--- config.mk ---
export PLATFORM = sky130hd
export DESIGN_NAME = link_control_config_registers
export DESIGN_NICKNAME = d
export VERILOG_FILES = /design/src/design/link_cfg_pkg.sv /design/src/design/link_control_config_registers.sv /design/src/design/quiet_timer.sv
export SDC_FILE = /design/constraint.sdc
export NUM_CORES = 1
export LEC_CHECK = 0
export BUFFER_PORTS_ARGS = -buffer_cell sky130_fd_sc_hd__clkbuf_2
export CORE_MARGIN = 1.5
export CORE_UTILIZATION = 42
export DETAILED_ROUTE_END_ITERATION = 16
export HOLD_SLACK_MARGIN = 0.08
export PLACE_DENSITY = 0.67
export RECOVER_POWER = 100
export SYNTH_ARGS = -nofsm -noshare
export SYNTH_HDL_FRONTEND = slang
export SYNTH_SLANG_ARGS = --single-unit
--- constraint.sdc ---
create_clock -name I_CLK -period 2.6 [get_ports I_CLK]
set_clock_uncertainty 0.15 [all_clocks]
set_input_delay 0.26 -clock I_CLK [delete_from_list [all_inputs] [get_ports I_CLK]]
set_output_delay 0.26 -clock I_CLK [all_outputs]
set_load 0.02 [all_outputs]
--- src/design/link_cfg_pkg.sv ---
// constants and types shared by the link configuration register bank
package link_cfg_pkg;

  // ************************************************************
  // bus geometry
  // ************************************************************
  localparam int ADDR_W = 8;
  localparam int DATA_W = 32;
  localparam int REG_W = 8;

  // printed offsets are register indices; byte address is four times that
  localparam logic [ADDR_W-1:0] IDX_LINK_CONTROL = 8'h04;
  localparam logic [ADDR_W-1:0] IDX_LINE_CONFIGURATION = 8'h05;
  localparam logic [ADDR_W-1:0] ADDR_LINK_CONTROL = 8'h10;
  localparam logic [ADDR_W-1:0] ADDR_LINE_CONFIGURATION = 8'h14;

  // ************************************************************
  // field positions
  // ************************************************************
  localparam int POS_SERIAL_LINK_ENABLE = 7;
  localparam int POS_SLEEP = 4;
  localparam int POS_LOCAL_IF_LO = 2;
  localparam int POS_REVERSE_CH = 1;
  localparam int POS_FORWARD_CH = 0;
  localparam int POS_CONVERSION = 7;
  localparam int POS_JITTER_OFF = 6;
  localparam int POS_SWING_LO = 4;
  localparam int POS_EMPHASIS_LO = 0;

  // ************************************************************
  // reset values
  // ************************************************************
  localparam logic [1:0] RST_LOCAL_IF = 2'h0;
  localparam logic RST_REVERSE_CH = 1'b1;
  localparam logic RST_FORWARD_CH = 1'b1;
  localparam logic RST_CONVERSION = 1'b0;
  localparam logic RST_JITTER_OFF = 1'b1;
  localparam logic [1:0] RST_SWING = 2'h3;
  localparam logic [3:0] RST_EMPHASIS = 4'h0;

  // local interface codes
  localparam logic [1:0] LOCAL_IF_I2C = 2'h0;
  localparam logic [1:0] LOCAL_IF_UART = 2'h1;

  // ************************************************************
  // timing
  // ************************************************************
  localparam int CLK_HZ = 10_000_000;
  localparam int REVERSE_QUIET_US = 500;
  localparam int REVERSE_QUIET_CYCLES = REVERSE_QUIET_US * (CLK_HZ / 1_000_000);
  localparam int QUIET_CNT_W = 16;

  // ************************************************************
  // register contents
  // ************************************************************
  typedef struct packed {
    logic serial_link_enable;
    logic sleep;
    logic [1:0] local_interface_type;
    logic reverse_channel_enable;
    logic forward_channel_enable;
  } link_control_s;

  typedef struct packed {
    logic conversion_method;
    logic jitter_filter_off;
    logic [1:0] output_swing_level;
    logic [3:0] emphasis_code;
  } line_configuration_s;

  typedef enum logic [1:0] {
    BUS_IDLE = 2'b01,
    BUS_DONE = 2'b10
  } bus_state_e;

endpackage

--- src/design/link_control_config_registers.sv ---
// link control and line configuration registers behind an APB slave
//
// Operation
// - control bit 7 enables serial link; its reset value comes from straps.
// - reverse channel unusable for 500 us after link start or stop.
// - control bit 4 set puts the device to sleep, clear runs normally.
// - sleep reset value derived from data-select pin and straps.
// - bits 3:2 pick I2C (00) or UART (01) base interface; reset 00.
// - interface codes 10 and 11 switch the local control channel off.
// - control bit 1 gates reverse channel reception; reset 1.
// - control bit 0 gates forward channel transmission; reset 1.
// - configuration bit 7 drops register address in UART-to-I2C conversion.
// - configuration bits 5:4 pick output swing 100 to 400 mV; reset 11.
//
// The APB register port was decided locally.
`timescale 1ns/1ps
`default_nettype none

module link_control_config_registers
#(
  parameter int REVERSE_QUIET_CYCLES = link_cfg_pkg::REVERSE_QUIET_CYCLES
)
(
  // clock, reset, enable
  input wire logic I_CLK,
  input wire logic I_SRST,
  input wire logic I_CE,
  // apb slave
  input wire logic I_PSEL,
  input wire logic I_PENABLE,
  input wire logic I_PWRITE,
  input wire logic [link_cfg_pkg::ADDR_W-1:0] I_PADDR,
  input wire logic [link_cfg_pkg::DATA_W-1:0] I_PWDATA,
  input wire logic [3:0] I_PSTRB,
  output logic [link_cfg_pkg::DATA_W-1:0] O_PRDATA,
  output logic O_PREADY,
  output logic O_PSLVERR,
  // strap and mode pins
  input wire logic [1:0] I_CONFIG_STRAP_PINS,
  input wire logic I_CONTROL_DATA_SELECT_PIN,
  input wire logic I_INTERFACE_SELECT_PIN,
  // link control
  output logic O_SERIAL_LINK_ENABLE,
  output logic O_SLEEP,
  output logic O_LOCAL_IF_I2C,
  output logic O_LOCAL_IF_UART,
  output logic O_LOCAL_CHANNEL_OFF,
  output logic O_REVERSE_RX_ENABLE,
  output logic O_FORWARD_TX_ENABLE,
  output logic O_REVERSE_QUIET,
  // line configuration
  output logic O_CONVERSION_METHOD,
  output logic O_JITTER_FILTER_OFF,
  output logic [1:0] O_OUTPUT_SWING_LEVEL,
  output logic [3:0] O_EMPHASIS_CODE
);

  // ************************************************************
  // strap decoding
  // ************************************************************

  // link runs from power-up when the upper strap is high
  function automatic logic strap_link_on(input logic [1:0] strap);
    strap_link_on = strap[1];
  endfunction

  // sleep from power-up when control data is selected and link is off
  function automatic logic strap_sleep(input logic [1:0] strap, input logic control_data_select_pin);
    strap_sleep = control_data_select_pin & !strap_link_on(strap);
  endfunction

  // interface code that disables the local control channel
  function automatic logic if_code_off(input logic [1:0] code);
    if_code_off = code[1];
  endfunction

  // ************************************************************
  // state
  // ************************************************************
  link_cfg_pkg::link_control_s link_control;
  link_cfg_pkg::link_control_s next_link_control;
  link_cfg_pkg::line_configuration_s line_configuration;
  link_cfg_pkg::line_configuration_s next_line_configuration;
  link_cfg_pkg::bus_state_e bus_state;
  link_cfg_pkg::bus_state_e next_bus_state;
  logic [link_cfg_pkg::DATA_W-1:0] next_prdata;
  logic quiet_busy;

  // ************************************************************
  // bus decode
  // ************************************************************
  wire logic access_phase;
  wire logic bus_complete;
  wire logic hit_link_control;
  wire logic hit_line_configuration;
  wire logic hit_any;
  wire logic lane0_write;
  wire logic write_link_control;
  wire logic write_line_configuration;
  wire logic [link_cfg_pkg::REG_W-1:0] wbyte;
  wire logic [link_cfg_pkg::REG_W-1:0] link_control_word;
  wire logic [link_cfg_pkg::REG_W-1:0] line_configuration_word;
  wire logic [link_cfg_pkg::REG_W-1:0] read_byte;
  wire logic link_toggle;

  assign access_phase = I_PSEL & I_PENABLE;
  assign bus_complete = access_phase & (bus_state == link_cfg_pkg::BUS_DONE);
  assign hit_link_control = (I_PADDR == link_cfg_pkg::ADDR_LINK_CONTROL);
  assign hit_line_configuration = (I_PADDR == link_cfg_pkg::ADDR_LINE_CONFIGURATION);
  assign hit_any = hit_link_control | hit_line_configuration;
  assign lane0_write = bus_complete & I_PWRITE & I_PSTRB[0];
  assign write_link_control = lane0_write & hit_link_control;
  assign write_line_configuration = lane0_write & hit_line_configuration;
  assign wbyte = I_PWDATA[link_cfg_pkg::REG_W-1:0];

  // ************************************************************
  // read view; bits 6 and 5 of link control read as zero
  // ************************************************************
  assign link_control_word = {
    link_control.serial_link_enable,
    2'h0,
    link_control.sleep,
    link_control.local_interface_type,
    link_control.reverse_channel_enable,
    link_control.forward_channel_enable
  };

  assign line_configuration_word = {
    line_configuration.conversion_method,
    line_configuration.jitter_filter_off,
    line_configuration.output_swing_level,
    line_configuration.emphasis_code
  };

  assign read_byte = hit_link_control ? link_control_word :
    hit_line_configuration ? line_configuration_word :
    8'h00;

  // ************************************************************
  // bus sequencing: one wait state, then pready
  // ************************************************************
  always_comb
  begin
    next_bus_state = bus_state;
    next_prdata = O_PRDATA;
    unique case (bus_state)
      link_cfg_pkg::BUS_IDLE:
      begin
        if (access_phase)
        begin
          next_bus_state = link_cfg_pkg::BUS_DONE;
          next_prdata = {24'h000000, read_byte};
        end
      end
      link_cfg_pkg::BUS_DONE:
      begin
        next_bus_state = link_cfg_pkg::BUS_IDLE;
      end
      default:
      begin
        next_bus_state = link_cfg_pkg::BUS_IDLE;
      end
    endcase
  end

  always_ff @(posedge I_CLK)
  begin
    if (I_SRST)
    begin
      bus_state <= link_cfg_pkg::BUS_IDLE;
      O_PRDATA <= 32'h00000000;
      O_PREADY <= 1'b0;
      O_PSLVERR <= 1'b0;
    end
    else if (I_CE)
    begin
      bus_state <= next_bus_state;
      O_PRDATA <= next_prdata;
      O_PREADY <= (next_bus_state == link_cfg_pkg::BUS_DONE);
      O_PSLVERR <= (next_bus_state == link_cfg_pkg::BUS_DONE) & !hit_any;
    end
  end

  // ************************************************************
  // register writes
  // ************************************************************
  always_comb
  begin
    next_link_control = link_control;
    next_line_configuration = line_configuration;
    if (write_link_control)
    begin
      next_link_control.serial_link_enable = wbyte[link_cfg_pkg::POS_SERIAL_LINK_ENABLE];
      next_link_control.sleep = wbyte[link_cfg_pkg::POS_SLEEP];
      next_link_control.local_interface_type = wbyte[link_cfg_pkg::POS_LOCAL_IF_LO +: 2];
      next_link_control.reverse_channel_enable = wbyte[link_cfg_pkg::POS_REVERSE_CH];
      next_link_control.forward_channel_enable = wbyte[link_cfg_pkg::POS_FORWARD_CH];
    end
    if (write_line_configuration)
    begin
      next_line_configuration.conversion_method = wbyte[link_cfg_pkg::POS_CONVERSION];
      next_line_configuration.jitter_filter_off = wbyte[link_cfg_pkg::POS_JITTER_OFF];
      next_line_configuration.output_swing_level = wbyte[link_cfg_pkg::POS_SWING_LO +: 2];
      next_line_configuration.emphasis_code = wbyte[link_cfg_pkg::POS_EMPHASIS_LO +: 4];
    end
  end

  // straps are sampled by the clock while reset is held
  always_ff @(posedge I_CLK)
  begin
    if (I_SRST)
    begin
      link_control.serial_link_enable <= strap_link_on(I_CONFIG_STRAP_PINS);
      link_control.sleep <= strap_sleep(I_CONFIG_STRAP_PINS, I_CONTROL_DATA_SELECT_PIN);
      link_control.local_interface_type <= link_cfg_pkg::RST_LOCAL_IF;
      link_control.reverse_channel_enable <= link_cfg_pkg::RST_REVERSE_CH;
      link_control.forward_channel_enable <= link_cfg_pkg::RST_FORWARD_CH;
      line_configuration.conversion_method <= link_cfg_pkg::RST_CONVERSION;
      line_configuration.jitter_filter_off <= link_cfg_pkg::RST_JITTER_OFF;
      line_configuration.output_swing_level <= link_cfg_pkg::RST_SWING;
      line_configuration.emphasis_code <= link_cfg_pkg::RST_EMPHASIS;
    end
    else if (I_CE)
    begin
      link_control <= next_link_control;
      line_configuration <= next_line_configuration;
    end
  end

  // ************************************************************
  // reverse channel hold-off after link start or stop
  // ************************************************************
  assign link_toggle = write_link_control &
    (wbyte[link_cfg_pkg::POS_SERIAL_LINK_ENABLE] != link_control.serial_link_enable);

  quiet_timer
  #(
    .CYCLES(REVERSE_QUIET_CYCLES)
  )
  u_quiet_timer
  (
    .i_clk(I_CLK),
    .i_srst(I_SRST),
    .i_ce(I_CE),
    .i_start(link_toggle),
    .o_busy(quiet_busy)
  );

  // ************************************************************
  // control outputs
  // ************************************************************
  wire logic local_base_mode;
  wire logic local_off;
  wire logic next_reverse_rx;

  assign local_base_mode = !I_INTERFACE_SELECT_PIN & I_CONTROL_DATA_SELECT_PIN;
  assign local_off = if_code_off(next_link_control.local_interface_type);
  assign next_reverse_rx = next_link_control.reverse_channel_enable &
    !(quiet_busy | link_toggle);

  always_ff @(posedge I_CLK)
  begin
    if (I_SRST)
    begin
      O_SERIAL_LINK_ENABLE <= 1'b0;
      O_SLEEP <= 1'b0;
      O_LOCAL_IF_I2C <= 1'b0;
      O_LOCAL_IF_UART <= 1'b0;
      O_LOCAL_CHANNEL_OFF <= 1'b0;
      O_REVERSE_RX_ENABLE <= 1'b0;
      O_FORWARD_TX_ENABLE <= 1'b0;
      O_REVERSE_QUIET <= 1'b0;
      O_CONVERSION_METHOD <= 1'b0;
      O_JITTER_FILTER_OFF <= 1'b0;
      O_OUTPUT_SWING_LEVEL <= 2'h0;
      O_EMPHASIS_CODE <= 4'h0;
    end
    else if (I_CE)
    begin
      O_SERIAL_LINK_ENABLE <= next_link_control.serial_link_enable;
      O_SLEEP <= next_link_control.sleep;
      O_LOCAL_IF_I2C <= local_base_mode & !local_off &
        (next_link_control.local_interface_type == link_cfg_pkg::LOCAL_IF_I2C);
      O_LOCAL_IF_UART <= local_base_mode & !local_off &
        (next_link_control.local_interface_type == link_cfg_pkg::LOCAL_IF_UART);
      O_LOCAL_CHANNEL_OFF <= local_off;
      O_REVERSE_RX_ENABLE <= next_reverse_rx;
      O_FORWARD_TX_ENABLE <= next_link_control.forward_channel_enable;
      O_REVERSE_QUIET <= quiet_busy | link_toggle;
      O_CONVERSION_METHOD <= next_line_configuration.conversion_method;
      O_JITTER_FILTER_OFF <= next_line_configuration.jitter_filter_off;
      O_OUTPUT_SWING_LEVEL <= next_line_configuration.output_swing_level;
      O_EMPHASIS_CODE <= next_line_configuration.emphasis_code;
    end
  end

endmodule // link_control_config_registers

`default_nettype wire

--- src/design/quiet_timer.sv ---
// one-shot hold-off timer that runs a fixed number of cycles after a start pulse
`timescale 1ns/1ps
`default_nettype none

module quiet_timer
#(
  parameter int CYCLES = 5000
)
(
  // clock, reset, enable
  input wire logic i_clk,
  input wire logic i_srst,
  input wire logic i_ce,
  // control
  input wire logic i_start,
  // status
  output logic o_busy
);

  localparam logic [link_cfg_pkg::QUIET_CNT_W-1:0] LAST =
    link_cfg_pkg::QUIET_CNT_W'(CYCLES - 1);

  logic [link_cfg_pkg::QUIET_CNT_W-1:0] count;
  logic [link_cfg_pkg::QUIET_CNT_W-1:0] next_count;
  logic next_busy;
  wire logic at_end;

  assign at_end = (count == LAST);

  // a new start restarts the full interval
  always_comb
  begin
    next_count = count;
    next_busy = o_busy;
    if (i_start)
    begin
      next_count = '0;
      next_busy = 1'b1;
    end
    else if (o_busy)
    begin
      next_count = count + 1'b1;
      next_busy = !at_end;
    end
  end

  always_ff @(posedge i_clk)
  begin
    if (i_srst)
    begin
      count <= '0;
      o_busy <= 1'b0;
    end
    else if (i_ce)
    begin
      count <= next_count;
      o_busy <= next_busy;
    end
  end

endmodule // quiet_timer

`default_nettype wire

==> impl_metrics.toml <==
[worst_setup_path]
rr_startpoint = "link_control[5]"
max_stage_delay_ps = 1070
r2r-end = "u_quiet_timer.count[10]"
critPathCapture = "O_PRDATA[5]"
worstSetupStartpoint = "I_PADDR[1]"
crit_path_end_kind = "flop"
slowest_stage = "nor4_1"
worstPathCellList = "clkbuf_1 > or4_1 > nor4_1 > a32oi_1 > nor2_1"
reg2regPathDepth = 4
arrival_ps = 2370
reg2reg_slack_ps = 440
cp-start-kind = "primary input"
crit_type = "in -> reg"
crit_path_max_fanout = 8
cp_data_required_time_ps = 2710

[global_route]
grt_usage_pct = 22.2
grt.overflow.total = 0
antenna_found_initial = 0
grt_max_degree = 22
grt_pass1_wl_um = 13100
grt_pass1_vias = 2555

[run]
drv_cap = 0

[placed_design]
dp_hpwl_um = 5710
port_buffers = 51
placed_area_um2 = 3160
routabilityCongestion = 0.963

[power]
leakagePower_nw = 1.14
p_int_mw = 1.18
p_clk_share_pct = 35.9
ir_worst_vdd_v = 0.000236
pwr_density_cell_nw_per_um2 = 496
p_sw_share_pct = 27.1
seqPwrFrac_pct = 52.4
p_sw_mw = 0.439
comb_power_share_pct = 11.7

[floorplanning]
row_count = 30
dieArea_um2 = 7390
die_w_um = 86.0
dieHeight_um = 86.0
io_pins = 104
start_util_pct = 43.0
core_region_area_um2 = 6720

[final_layout]
antenna_cells = 0
layout-drive-gt1-share_pct = 12.6
nNetsFinal = 458
final_cell_area_um2 = 3260
area_delta_synth_final_pct = 12.8
fin_util_pct = 48.5
fillCellCount = 676

[timing]
finalMaxSlewViolations = 0
setup_tns_ps = 0
layout_worst_path_cycle_share_pct = 87.1
period_minus_slack_ps = 2260
finalHoldViolations = 0
rsz0062_at_grt = "false"
hold_ws_ps = 89.9
max_slew.worst_pin.slew_ps = 1240
finalSetupViolations = 0
relSlewSlack_pct = 16.5
clock.fmax_mhz = 442

[synthesis]
synth_top_area_share_pct = 35.3
synth_cell_types = 59
mappedNetlistArea_um2 = 2890
synthCells = 346
yosysMostFrequentCell = "dfxtp_1"
synthTopCellsByCount = "dfxtp_1, nand3_1, buf_4"
ys.flop_type = "dfxtp_1"
synth_top_area_cell = "dfxtp_1"
synth-seq-cells = 53
ys_seq_area_share_pct = 37.4
synth-warning-count = 0
synth_edf_count = 2
async_flop_share_pct = 0
syn_area_per_cell_um2 = 8.35
synth_area_leaders = "dfxtp_1, buf_4, nand3_1, o21ai_0, nor2_1"

[drt]
dr.first_iter.drc_count = 273
wl_per_cell_um = 16.5
via_per_inst = 5.87
detail-route-antenna-nets = 0
drc_errors = 0
routed_wl_um = 7990
vias = 2839
detail_route.first_pass.iterations = 5

[clock_tree]
h-tree-depth = 2
cts_setup_buffers = 0
cts_buffers = 5
clk_latency_ps = 320
tritoncts = "done"
cts-root-buf = "clkbuf_8"
clk_path_buf_depth = 2
cts.clk_slew.worst_paths_ps = 100
cts.sinks = 53

[status]
status = "finished clean"

[hold_path]
whs_path_depth = 3
hold_path.class = "in -> reg"
[power groups by stage]
stage | logic (mW) | clock network, mW | registers, mW
after floorplan | 0.133 | 0 | 0.875
after global placement | 0.183 | 0 | 0.865
after detailed placement | 0.186 | 0 | 0.866
after CTS | 0.194 | 0.586 | 0.847
after global routing | 0.205 | 0.618 | 0.850
final | 0.190 | 0.580 | 0.847
[worst max-delay path, delay by kind of cell]
kind,cells,cell delay (ps)
AND/OR/NAND/NOR,3,1810
AO/OA/AOI/OAI,1,220
buffers and inverters,1,80
[kinds of logic (layout without fill, tap and decap cells)]
logic type	count (synthesis)	in the layout	share of synthesized area, %
buffers and inverters	55	90	10.9
multiplexers	11	11	4.07
adder cells (fa/ha/maj)	1	1	0.433
AND/OR/NAND/NOR	134	134	25.2
XOR/XNOR	5	5	1.52
other	1	24	0.130
AO/OA/AOI/OAI	86	86	20.3
flip-flops	53	53	37.4
[stage by stage]
| step | power [mW] | instances | setup slack [ps] |
|---|---|---|---|
| finish | 1.62 | 484 | 336 |
| global route | 1.67 | 484 | 194 |
| CTS | 1.63 | 484 | 489 |
| detailed placement | 1.05 | 469 | 386 |
| global placement | 1.05 | 469 | 400 |
| floorplan | 1.01 | 369 | 726 |
[area by class of cell]
| class | instances | area (um2) | share of cell area (%) |
|---|---|---|---|
| Multi-Input combinational cell | 261 | 1550 | 47.4 |
| Clock inverter | 2 | 38.8 | 1.19 |
| Timing Repair Buffer | 71 | 380 | 11.7 |
| Inverter | 11 | 41.3 | 1.27 |
| Tap cell | 80 | 100 | 3.07 |
| Sequential cell | 53 | 1080 | 33.2 |
| Clock buffer | 6 | 72.6 | 2.23 |
[state kept, by name, indices dropped and copies added, names as in the netlist, 2 cells and up]
name,count
link_control,6
O_PRDATA,8
bus_state,2
O_OUTPUT_SWING_LEVEL,2
line_configuration,3
O_EMPHASIS_CODE,4
u_quiet_timer.count,16
[metal layers]
layer	vias up	routed length (um)	GRT usage, %
li1	1351	-	-
met1	1340	3810	31.9
met2	133	3460	32.9
met3	15	526	3.66
met4	0	187	9.24
met5	-	0	0
[what timing repair did]
action	4_1_cts	5_1_grt
hold buffers	7	0
endpoints found under the hold margin	9	0
gates resized for setup	0	0
[cells in the final DEF (no fill, tap or decap), types with 5 or more instances in the layout]
master,count
nor3_1,7
inv_1,10
mux2i_1,5
buf_4,11
clkbuf_2,23
nor2_1,27
a21oi_1,12
o21ai_0,25
nor4_1,12
mux2_2,6
conb_1,24
dfxtp_1,51
clkbuf_1,31
nor2b_1,6
a22oi_1,6
nand3_1,32
o211ai_1,10
nand4_1,9
clkbuf_8,5
dlygate4sd3_1,7
nand2_1,23
[worst min path at each step]
stage / start / end / slack (ps)
2_1_floorplan: I_PWDATA[4] / line_configuration[4] / 260
3_3_place_gp: O_LOCAL_IF_I2C / O_LOCAL_IF_I2C / 300
3_5_place_dp: O_LOCAL_IF_UART / O_LOCAL_IF_UART / 310
4_1_cts: I_PWDATA[7] / O_CONVERSION_METHOD / 80
5_1_grt: I_PWDATA[7] / O_CONVERSION_METHOD / 90
6_report: I_CONFIG_STRAP_PINS[1] / link_control[5] / 90
Note: power is estimated with default switching activity, not from simulation.
